==> src/design/cam_consts.svh <==
// Offsets, field positions and reset values of the mask and port block
`ifndef CAM_CONSTS_SVH
`define CAM_CONSTS_SVH
`define CAM_ADDR_W 9
`define CAM_OFS_MASK0 9'h114
`define CAM_OFS_MASK1 9'h115
`define CAM_OFS_MASK2 9'h116
`define CAM_OFS_MASK3 9'h117
`define CAM_OFS_MASK4 9'h11c
`define CAM_OFS_MASK5 9'h11d
`define CAM_OFS_MASK6 9'h11e
`define CAM_OFS_MASK7 9'h11f
`define CAM_OFS_CODE0 9'h110
`define CAM_OFS_CODE4 9'h118
`define CAM_OFS_FCTL 9'h108
`define CAM_OFS_PCTL 9'h13d
`define CAM_OFS_PDATA 9'h13e
`define CAM_OFS_PDIR 9'h13f
`define CAM_OFS_CTL0 9'h100
`define CAM_OFS_IDR 9'h140
`define CAM_OFS_ACC 9'h144
`define CAM_BIT_PULL 1
`define CAM_BIT_RDRV 0
`define CAM_BIT_SRST 0
`define CAM_FORG_LSB 4
`define CAM_GP_LSB 2
`define CAM_GP_W 6
`define CAM_RST_PCTL 8'h00
`define CAM_RST_PDATA 8'h00
`define CAM_RST_PDIR 8'h00
`define CAM_RST_MASK 8'hff
`define CAM_RST_SRST 1'b1
`endif

==> src/design/cam_pkg.sv <==
// Types shared by the mask and port block
package cam_pkg;
  typedef enum logic [1:0] {
    CAM_F32 = 2'b00,
    CAM_F16 = 2'b01,
    CAM_F8 = 2'b10,
    CAM_FCLOSED = 2'b11
  } cam_forg_type;
  typedef struct packed {
    logic wr;
    logic rd;
    logic [8:0] addr;
    logic [7:0] wdata;
  } cam_bus_type;
  typedef struct packed {
    logic hit;
    logic [2:0] hit_idx;
  } cam_result_type;
endpackage

==> src/design/cam_top.sv <==
// Identifier mask registers, acceptance check and spare port pins
//
// Added by the designer: strobed register access.
`timescale 1ns/1ps
`include "cam_consts.svh"
module cam_top (
  // Clock and reset
  input wire logic mclk,
  input wire logic rst,
  // Register port
  input wire cam_pkg::cam_bus_type bus,
  output logic [7:0] rdata,
  // Received message from the protocol engine
  input wire logic rx_valid,
  input wire logic [31:0] rx_idr,
  input wire logic rx_ext,
  // Acceptance result
  output logic rx_accept,
  // CAN pins
  input wire logic can_tx_pin,
  input wire logic can_rx_pin,
  // General-purpose port pins 7..2
  input wire logic [5:0] gp_in,
  output logic [5:0] gp_out,
  output logic [5:0] gp_oe_n,
  output logic gp_pull_en,
  output logic gp_reduced_drive
);
  import cam_pkg::*;
  logic [7:0] mask_q [8];
  logic [7:0] code_q [8];
  logic [7:0] next_mask [8];
  logic [7:0] next_code [8];
  logic [7:0] pctl, next_pctl;
  logic [5:0] pdata, next_pdata;
  logic [5:0] pdir, next_pdir;
  logic [1:0] forg, next_forg;
  logic srst, next_srst;
  logic [7:0] next_rdata;
  logic [31:0] idr_q, next_idr;
  logic [2:0] hit_idx, next_hit_idx;
  logic next_accept;
  logic [5:0] next_gp_out, next_gp_oe_n;
  logic [5:0] gp_read;
  logic [63:0] code_flat, mask_flat;
  cam_result_type fres;

  // Flatten filter tables
  always_comb begin
    for (int i = 0; i < 8; i++) begin
      code_flat[8*i +: 8] = code_q[i];
      mask_flat[8*i +: 8] = mask_q[i];
    end
  end

  cam_filter u_filter (
    .code(code_flat),
    .mask(mask_flat),
    .forg(cam_forg_type'(forg)),
    .idr(rx_idr),
    .ext_id(rx_ext),
    .result(fres)
  );

  // Register writes
  always_comb begin
    next_mask = mask_q;
    next_code = code_q;
    next_pctl = pctl;
    next_pdata = pdata;
    next_pdir = pdir;
    next_forg = forg;
    next_srst = srst;
    if (bus.wr) begin
      for (int i = 0; i < 8; i++) begin
        if (srst && bus.addr == `CAM_OFS_MASK0 + 9'(i) && i < 4) begin
          next_mask[i] = bus.wdata;
        end
        if (srst && bus.addr == `CAM_OFS_MASK4 + 9'(i - 4) && i >= 4) begin
          next_mask[i] = bus.wdata;
        end
        if (srst && bus.addr == `CAM_OFS_CODE0 + 9'(i) && i < 4) begin
          next_code[i] = bus.wdata;
        end
        if (srst && bus.addr == `CAM_OFS_CODE4 + 9'(i - 4) && i >= 4) begin
          next_code[i] = bus.wdata;
        end
      end
      case (bus.addr)
        `CAM_OFS_PCTL: next_pctl = {6'h00, bus.wdata[1:0]};
        `CAM_OFS_PDATA: next_pdata = bus.wdata[7:2];
        `CAM_OFS_PDIR: next_pdir = bus.wdata[7:2];
        `CAM_OFS_CTL0: next_srst = bus.wdata[`CAM_BIT_SRST];
        `CAM_OFS_FCTL: begin
          if (srst) begin
            next_forg = bus.wdata[`CAM_FORG_LSB +: 2];
          end
        end
        default: ;
      endcase
    end
  end

  // Port pin read source per direction bit
  always_comb begin
    for (int i = 0; i < 6; i++) begin
      gp_read[i] = pdir[i] ? pdata[i] : gp_in[i];
    end
  end

  // Read mux, data in the cycle after the strobe
  always_comb begin
    next_rdata = 8'h00;
    if (bus.rd) begin
      for (int i = 0; i < 8; i++) begin
        if (bus.addr == `CAM_OFS_MASK0 + 9'(i) && i < 4) begin
          next_rdata = mask_q[i];
        end
        if (bus.addr == `CAM_OFS_MASK4 + 9'(i - 4) && i >= 4) begin
          next_rdata = mask_q[i];
        end
        if (bus.addr == `CAM_OFS_CODE0 + 9'(i) && i < 4) begin
          next_rdata = code_q[i];
        end
        if (bus.addr == `CAM_OFS_CODE4 + 9'(i - 4) && i >= 4) begin
          next_rdata = code_q[i];
        end
      end
      case (bus.addr)
        `CAM_OFS_PCTL: next_rdata = pctl;
        `CAM_OFS_PDATA: begin
          // Bits 1 and 0 always show the live CAN pins
          next_rdata = {gp_read, can_tx_pin, can_rx_pin};
        end
        `CAM_OFS_PDIR: next_rdata = {pdir, 2'b00};
        `CAM_OFS_CTL0: next_rdata = {7'h00, srst};
        `CAM_OFS_FCTL: next_rdata = {2'b00, forg, 1'b0, hit_idx};
        `CAM_OFS_IDR: next_rdata = idr_q[7:0];
        `CAM_OFS_ACC: next_rdata = {7'h00, rx_accept};
        default: ;
      endcase
    end
  end

  // Acceptance: only hits update the foreground copy
  always_comb begin
    next_idr = idr_q;
    next_hit_idx = hit_idx;
    next_accept = 1'b0;
    if (rx_valid && !srst && fres.hit) begin
      next_idr = rx_idr;
      next_hit_idx = fres.hit_idx;
      next_accept = 1'b1;
    end
  end

  // Pin drive: pins 7..2 only
  always_comb begin
    for (int i = 0; i < 6; i++) begin
      next_gp_out[i] = pdata[i];
      next_gp_oe_n[i] = ~pdir[i];
    end
  end

  // State registers
  always_ff @(posedge mclk or posedge rst) begin
    if (rst) begin
      for (int i = 0; i < 8; i++) begin
        mask_q[i] <= `CAM_RST_MASK;
        code_q[i] <= 8'h00;
      end
      pctl <= `CAM_RST_PCTL;
      pdata <= 6'h00;
      pdir <= 6'h00;
      forg <= 2'b00;
      srst <= `CAM_RST_SRST;
      rdata <= 8'h00;
      idr_q <= 32'h0000_0000;
      hit_idx <= 3'h0;
      rx_accept <= 1'b0;
      gp_out <= 6'h00;
      gp_oe_n <= 6'h3f;
      gp_pull_en <= 1'b0;
      gp_reduced_drive <= 1'b0;
    end else begin
      mask_q <= next_mask;
      code_q <= next_code;
      pctl <= next_pctl;
      pdata <= next_pdata;
      pdir <= next_pdir;
      forg <= next_forg;
      srst <= next_srst;
      rdata <= next_rdata;
      idr_q <= next_idr;
      hit_idx <= next_hit_idx;
      rx_accept <= next_accept;
      gp_out <= next_gp_out;
      gp_oe_n <= next_gp_oe_n;
      gp_pull_en <= next_pctl[`CAM_BIT_PULL];
      gp_reduced_drive <= next_pctl[`CAM_BIT_RDRV];
    end
  end

  // Assertions
  property p_mask_locked;
    @(posedge mclk) disable iff (rst)
    (bus.wr && !srst && bus.addr == `CAM_OFS_MASK1) |=> $stable(mask_q[1]);
  endproperty
  a_mask_locked: assert property (p_mask_locked)
    else $error("mask changed outside soft reset");

  property p_mask_write;
    @(posedge mclk) disable iff (rst)
    (bus.wr && srst && bus.addr == `CAM_OFS_MASK5)
      |=> mask_q[5] == $past(bus.wdata);
  endproperty
  a_mask_write: assert property (p_mask_write)
    else $error("mask write lost in soft reset");

  property p_oe_dir;
    @(posedge mclk) disable iff (rst)
    bus.wr && bus.addr == `CAM_OFS_PDIR ##2 1
      |-> gp_oe_n == ~$past(bus.wdata[7:2], 2);
  endproperty
  a_oe_dir: assert property (p_oe_dir)
    else $error("output enable does not follow direction");

  property p_pull;
    @(posedge mclk) disable iff (rst)
    (bus.wr && bus.addr == `CAM_OFS_PCTL)
      |=> gp_pull_en == $past(bus.wdata[1])
      && gp_reduced_drive == $past(bus.wdata[0]);
  endproperty
  a_pull: assert property (p_pull)
    else $error("pull or drive setting wrong");

  property p_read_pin;
    @(posedge mclk) disable iff (rst)
    (bus.rd && bus.addr == `CAM_OFS_PDATA)
      |=> rdata[1:0] == $past({can_tx_pin, can_rx_pin});
  endproperty
  a_read_pin: assert property (p_read_pin)
    else $error("can pin read wrong");

  property p_read_gp;
    @(posedge mclk) disable iff (rst)
    (bus.rd && bus.addr == `CAM_OFS_PDATA && pdir[0])
      |=> rdata[2] == $past(pdata[0]);
  endproperty
  a_read_gp: assert property (p_read_gp)
    else $error("output pin read not from latch");

  property p_closed;
    @(posedge mclk) disable iff (rst)
    (forg == 2'b11) |=> !rx_accept;
  endproperty
  a_closed: assert property (p_closed)
    else $error("message accepted while closed");

  property p_reject;
    @(posedge mclk) disable iff (rst)
    (rx_valid && !fres.hit) |=> !rx_accept && $stable(idr_q);
  endproperty
  a_reject: assert property (p_reject)
    else $error("rejected message signalled");

  property p_exact;
    @(posedge mclk) disable iff (rst)
    (forg == 2'b10 && mask_q[0] == 8'h00 && code_q[0] != rx_idr[7:0])
      |-> !(fres.hit && fres.hit_idx == 3'd0);
  endproperty
  a_exact: assert property (p_exact)
    else $error("unmasked mismatch gave hit");

  property p_dontcare;
    @(posedge mclk) disable iff (rst)
    (forg == 2'b10 && mask_q[0] == 8'hff) |-> fres.hit && fres.hit_idx == 0;
  endproperty
  a_dontcare: assert property (p_dontcare)
    else $error("fully masked filter missed");

  c_accept: cover property (@(posedge mclk) rx_accept);
  c_mask_wr: cover property (@(posedge mclk) bus.wr && srst
    && bus.addr == `CAM_OFS_MASK7);
  c_pin_out: cover property (@(posedge mclk) gp_oe_n != 6'h3f);
endmodule // cam_top

==> src/design/cam_filter.sv <==
// Acceptance compare of received identifier bytes against code and mask
`timescale 1ns/1ps
module cam_filter (
  // Filter settings
  input wire logic [63:0] code,
  input wire logic [63:0] mask,
  input wire cam_pkg::cam_forg_type forg,
  // Received identifier
  input wire logic [31:0] idr,
  input wire logic ext_id,
  // Result
  output cam_pkg::cam_result_type result
);
  import cam_pkg::*;
  logic [7:0] bmatch;
  logic [7:0] fhit;
  // Per-byte match on unmasked bits only
  genvar g;
  generate
    for (g = 0; g < 8; g++) begin : g_byte
      logic [7:0] idb;
      // Sixteen-bit filters all look at the first two identifier bytes
      assign idb = (forg == CAM_F16) ? idr[8*(g%2) +: 8]
        : idr[8*(g%4) +: 8];
      assign bmatch[g] = &((~(code[8*g +: 8] ^ idb))
        | mask[8*g +: 8]);
    end
  endgenerate
  // Filter hits by organisation, lowest filter reported
  always_comb begin
    fhit = 8'h00;
    case (forg)
      CAM_F32: begin
        fhit[0] = &bmatch[1:0] & (~ext_id | &bmatch[3:2]);
        fhit[1] = &bmatch[5:4] & (~ext_id | &bmatch[7:6]);
      end
      CAM_F16: begin
        fhit[0] = &bmatch[1:0];
        fhit[1] = &bmatch[3:2];
        fhit[2] = &bmatch[5:4];
        fhit[3] = &bmatch[7:6];
      end
      CAM_F8: fhit = bmatch;
      default: fhit = 8'h00; // Closed: nothing accepted
    endcase
    result.hit = |fhit;
    result.hit_idx = 3'd0;
    for (int i = 7; i >= 0; i--) begin
      if (fhit[i]) begin
        result.hit_idx = 3'(i);
      end
    end
  end
endmodule // cam_filter

==> config.mk <==
export PLATFORM = sky130hd
export DESIGN_NAME = cam_top
export DESIGN_NICKNAME = d
export VERILOG_FILES = /design/src/design/cam_pkg.sv /design/src/design/cam_top.sv /design/src/design/cam_filter.sv
export VERILOG_INCLUDE_DIRS = /design/src /design/src/design
export SDC_FILE = /design/constraint.sdc
export NUM_CORES = 1
export LEC_CHECK = 0
export ABC_AREA = 1
export BUFFER_PORTS_ARGS = -buffer_cell sky130_fd_sc_hd__buf_2
export CAP_MARGIN = 20
export CORE_ASPECT_RATIO = 0.8
export CORE_MARGIN = 2
export CORE_UTILIZATION = 60
export CTS_CLUSTER_SIZE = 25
export DETAILED_ROUTE_END_ITERATION = 6
export PLACE_DENSITY_LB_ADDON = 0.08
export RECOVER_POWER = 100
export SLEW_MARGIN = 20
export SYNTH_ARGS = -nofsm -noshare
export SYNTH_HDL_FRONTEND = slang
export SYNTH_HIERARCHICAL = 1
export SYNTH_SLANG_ARGS = --single-unit
==> constraint.sdc <==
create_clock -name mclk -period 7.4 [get_ports mclk]
set_input_delay 1.48 -clock mclk [delete_from_list [all_inputs] [get_ports mclk]]
set_output_delay 1.48 -clock mclk [all_outputs]
set_load 0.02 [all_outputs]
==> flow_summary.ini <==
[status]
status = complete, but fails checks
violations = DRC, capacitance limit, slew limit

[power_and_ir_drop]
p_leak_nw = 4.78
total_power_mw = 2.04
power_density_nw_per_um2 = 186
irDropWorstVdd_mv = 0.147

[critical_path]
max_stage_delay_ps = 950
crit_family = simple AND/OR/NAND/NOR gates
cp-end-kind = flip-flop
cpMostUsedCell = nand2_1
cp_cell_sequence = clkbuf_1, clkinvlp_2, nor2_1, nand2_1, nor2_1, nor2_1, nand2_1, nand4_1, nand2_1, nand4_1, nand2_1, nand3_1, nand2_1, nand3_1, nand2_1, inv_1
critPathArrivalTime_ps = 5030
crit_type = input port to flip-flop
critPathBufInv = 3
cp_slowest_cell = nor2_1
cp-start-kind = input port
cp.required_ps = 7730
worstPathMaxFanout = 16

[final_layout]
antenna_cells = 0
area_delta_synth_final_pct = 10.2
fin_area_um2 = 11000
layout_commonest_cell = nand2_1
nets = 1485
layout_common_cells = nand2_1 (449), o21ai_0 (170), nor2_1 (125)
drive_gt1_share_pct = 14.0

[yosys]
ys_types = 45
synth_fp_nets = 1415
ys.flop_type = dfrtp_1
synth_edf_count = 0
synth.avg_cell_area_um2 = 7.40
ys_seq_elements = 177
synth_cells = 1348
ys_warn_count = 6
ys_seq_area_share_pct = 45.3
netlist_area_um2 = 9980
synthArstFlopShare_pct = 100

[clock_tree]
clk_latency_ps = 440
cts-root-buf = clkbuf_16
cts_setup_buffers = 0
clockBufferDepth = 2
path_clk_slew_ps = 70
cts_hold_buf = 0
cts_tree = done
numCtsBuffers = 17
post_cts_resized = 0
cts_num_sinks = 177
htree_levels = 4

[global_route]
grt_usage_pct = 38.3
grt_pass1_vias = 8928
grt_pass1_wl_um = 50800
antenna_found_initial = 0
grt_max_degree = 87
overflow = 0

[sta]
whs_ps = 415
finalSetupTns_ps = 0
fmax_mhz = 213
setup_violations = 0
hold_viol = 0
tightest_slew_ps = 3830
clock_skew_ps = 9.00
slew_headroom_pct = -157
rsz0062_at_grt = false
fin_crit_ps = 4700
maxSlewViolCount = 87
post-route-period-util_pct = 63.6

[drt]
vias = 9754
first_pass_iters = 7
viasPerCell = 5.91
detail-route-antenna-nets = 0
drc = 2
drt_iter0_markers = 1338
wl_um = 32900
routedWlPerCell_um = 20.0

[place]
gp_congestion = 0.983
port_buffers = 85
dp_hpwl_um = 23600
post_dp_cell_area_um2 = 10500

[die]
core-area_um2 = 16400
die_h_um = 119
pin_count = 86
die_area_um2 = 17700
rows = 42
die_x_um = 148
start_util_pct = 60.9

[hold_path]
hp-class = flip-flop to flip-flop

[flow_run]
maxCapViolCount = 1
==> through the flow <==
step,util [%],cells,setup slack [ps]
after global routing,67.1,1651,2430
after CTS,67.7,1651,3900
after detailed placement,64.1,1619,3460
after floorplan,-,1348,1240
after global placement,64.1,1619,3560
final,67.1,1651,2700
==> Yosys cell counts, drive strengths merged, types with 3 or more instances <==
cell    count  area [um^2]
inv       122          468
a21oi      38          194
a211oi      3         22.5
nor4        3         25.0
ha          4         50.1
or2         6         37.5
xnor2      17          149
mux2i       3         30.0
o22ai       7         43.8
nand2     468         1830
nor3       11         65.1
nor2      132          572
nand3      69          350
buf         8         95.1
nand3b     44          330
clkbuf     30          113
nand4      25          156
dfrtp     106         2650
o21ai     172          861
dfstp      71         1870
==> routing by layer <==
layer / global-route usage (%) / up-vias / wire length [um]
li1: - / 4495 / -
met1: 55.5 / 4581 / 13900
met2: 54.7 / 576 / 13700
met3: 8.39 / 102 / 3660
met4: 18.3 / 0 / 1650
met5: 0 / - / 0
==> path summary, 6_finish.rpt <==
check                                      startpoint                         to  slack [ps]  cells past startpoint
min reg2reg                next_gp_out[2]$_DFFE_PP0P_        gp_out[2]$_DFF_PP0_         410                      0
max                                           bus[16]         rdata[0]$_DFF_PP0_        2700                     16
max in group asynchronous                         rst  code_flat[51]$_DFFE_PP0P_        3370                      3
min in group asynchronous                         rst   code_flat[6]$_DFFE_PP0P_        2160                      2
min                        next_gp_out[2]$_DFFE_PP0P_        gp_out[2]$_DFF_PP0_         410                      0
max reg2reg                       forg[1]$_DFFE_PP0P_     hit_idx[2]$_DFFE_PP0P_        3920                     19
==> logic make-up (layout without fill, tap and decap cells) <==
family,Yosys count,count (layout),share of synthesized area (%)
compound gates,227,227,11.8
xor+xnor,17,17,1.49
simple gates,758,758,33.8
buf+inv,162,245,6.84
mux,3,3,0.301
fa+ha+maj,4,4,0.501
flops,177,177,45.3
==> worst register-to-register path: cells and delay by family (launching register included) <==
kind            cells  cell delay [ps]
fa+ha+maj           1              180
compound gates      2              260
flops               1              440
buf+inv             4             1040
simple gates       12             1400
==> flip-flops by register name, summed over array words and instances (netlist names) <==
name	count
code_flat	64
mask_flat	64
idr_q	8
rdata	8
gp_oe_n	6
gp_out	6
next_gp_out	6
pdir	6
hit_idx	3
forg	2
pctl	2
rx_accept	1
srst	1
==> cell type report <==
type / instances / area [um^2]
clock buffers: 21 / 460
clock inverters: 11 / 129
fillers: 1489 / 5400
inverters: 124 / 475
multi-input cells: 1009 / 4720
flip-flops and latches: 177 / 4520
well taps: 220 / 275
repair buffers: 89 / 418
==> power by group <==
part	switching [mW]	internal [mW]	total (mW)	leakage, nW
combinational	0.107	0.0375	0.145	2.32
sequential	0.00315	0.975	0.978	2.17
clock	0.400	0.519	0.919	0.284
total	0.511	1.53	2.04	4.78
Note: power is estimated with default switching activity, not from simulation.
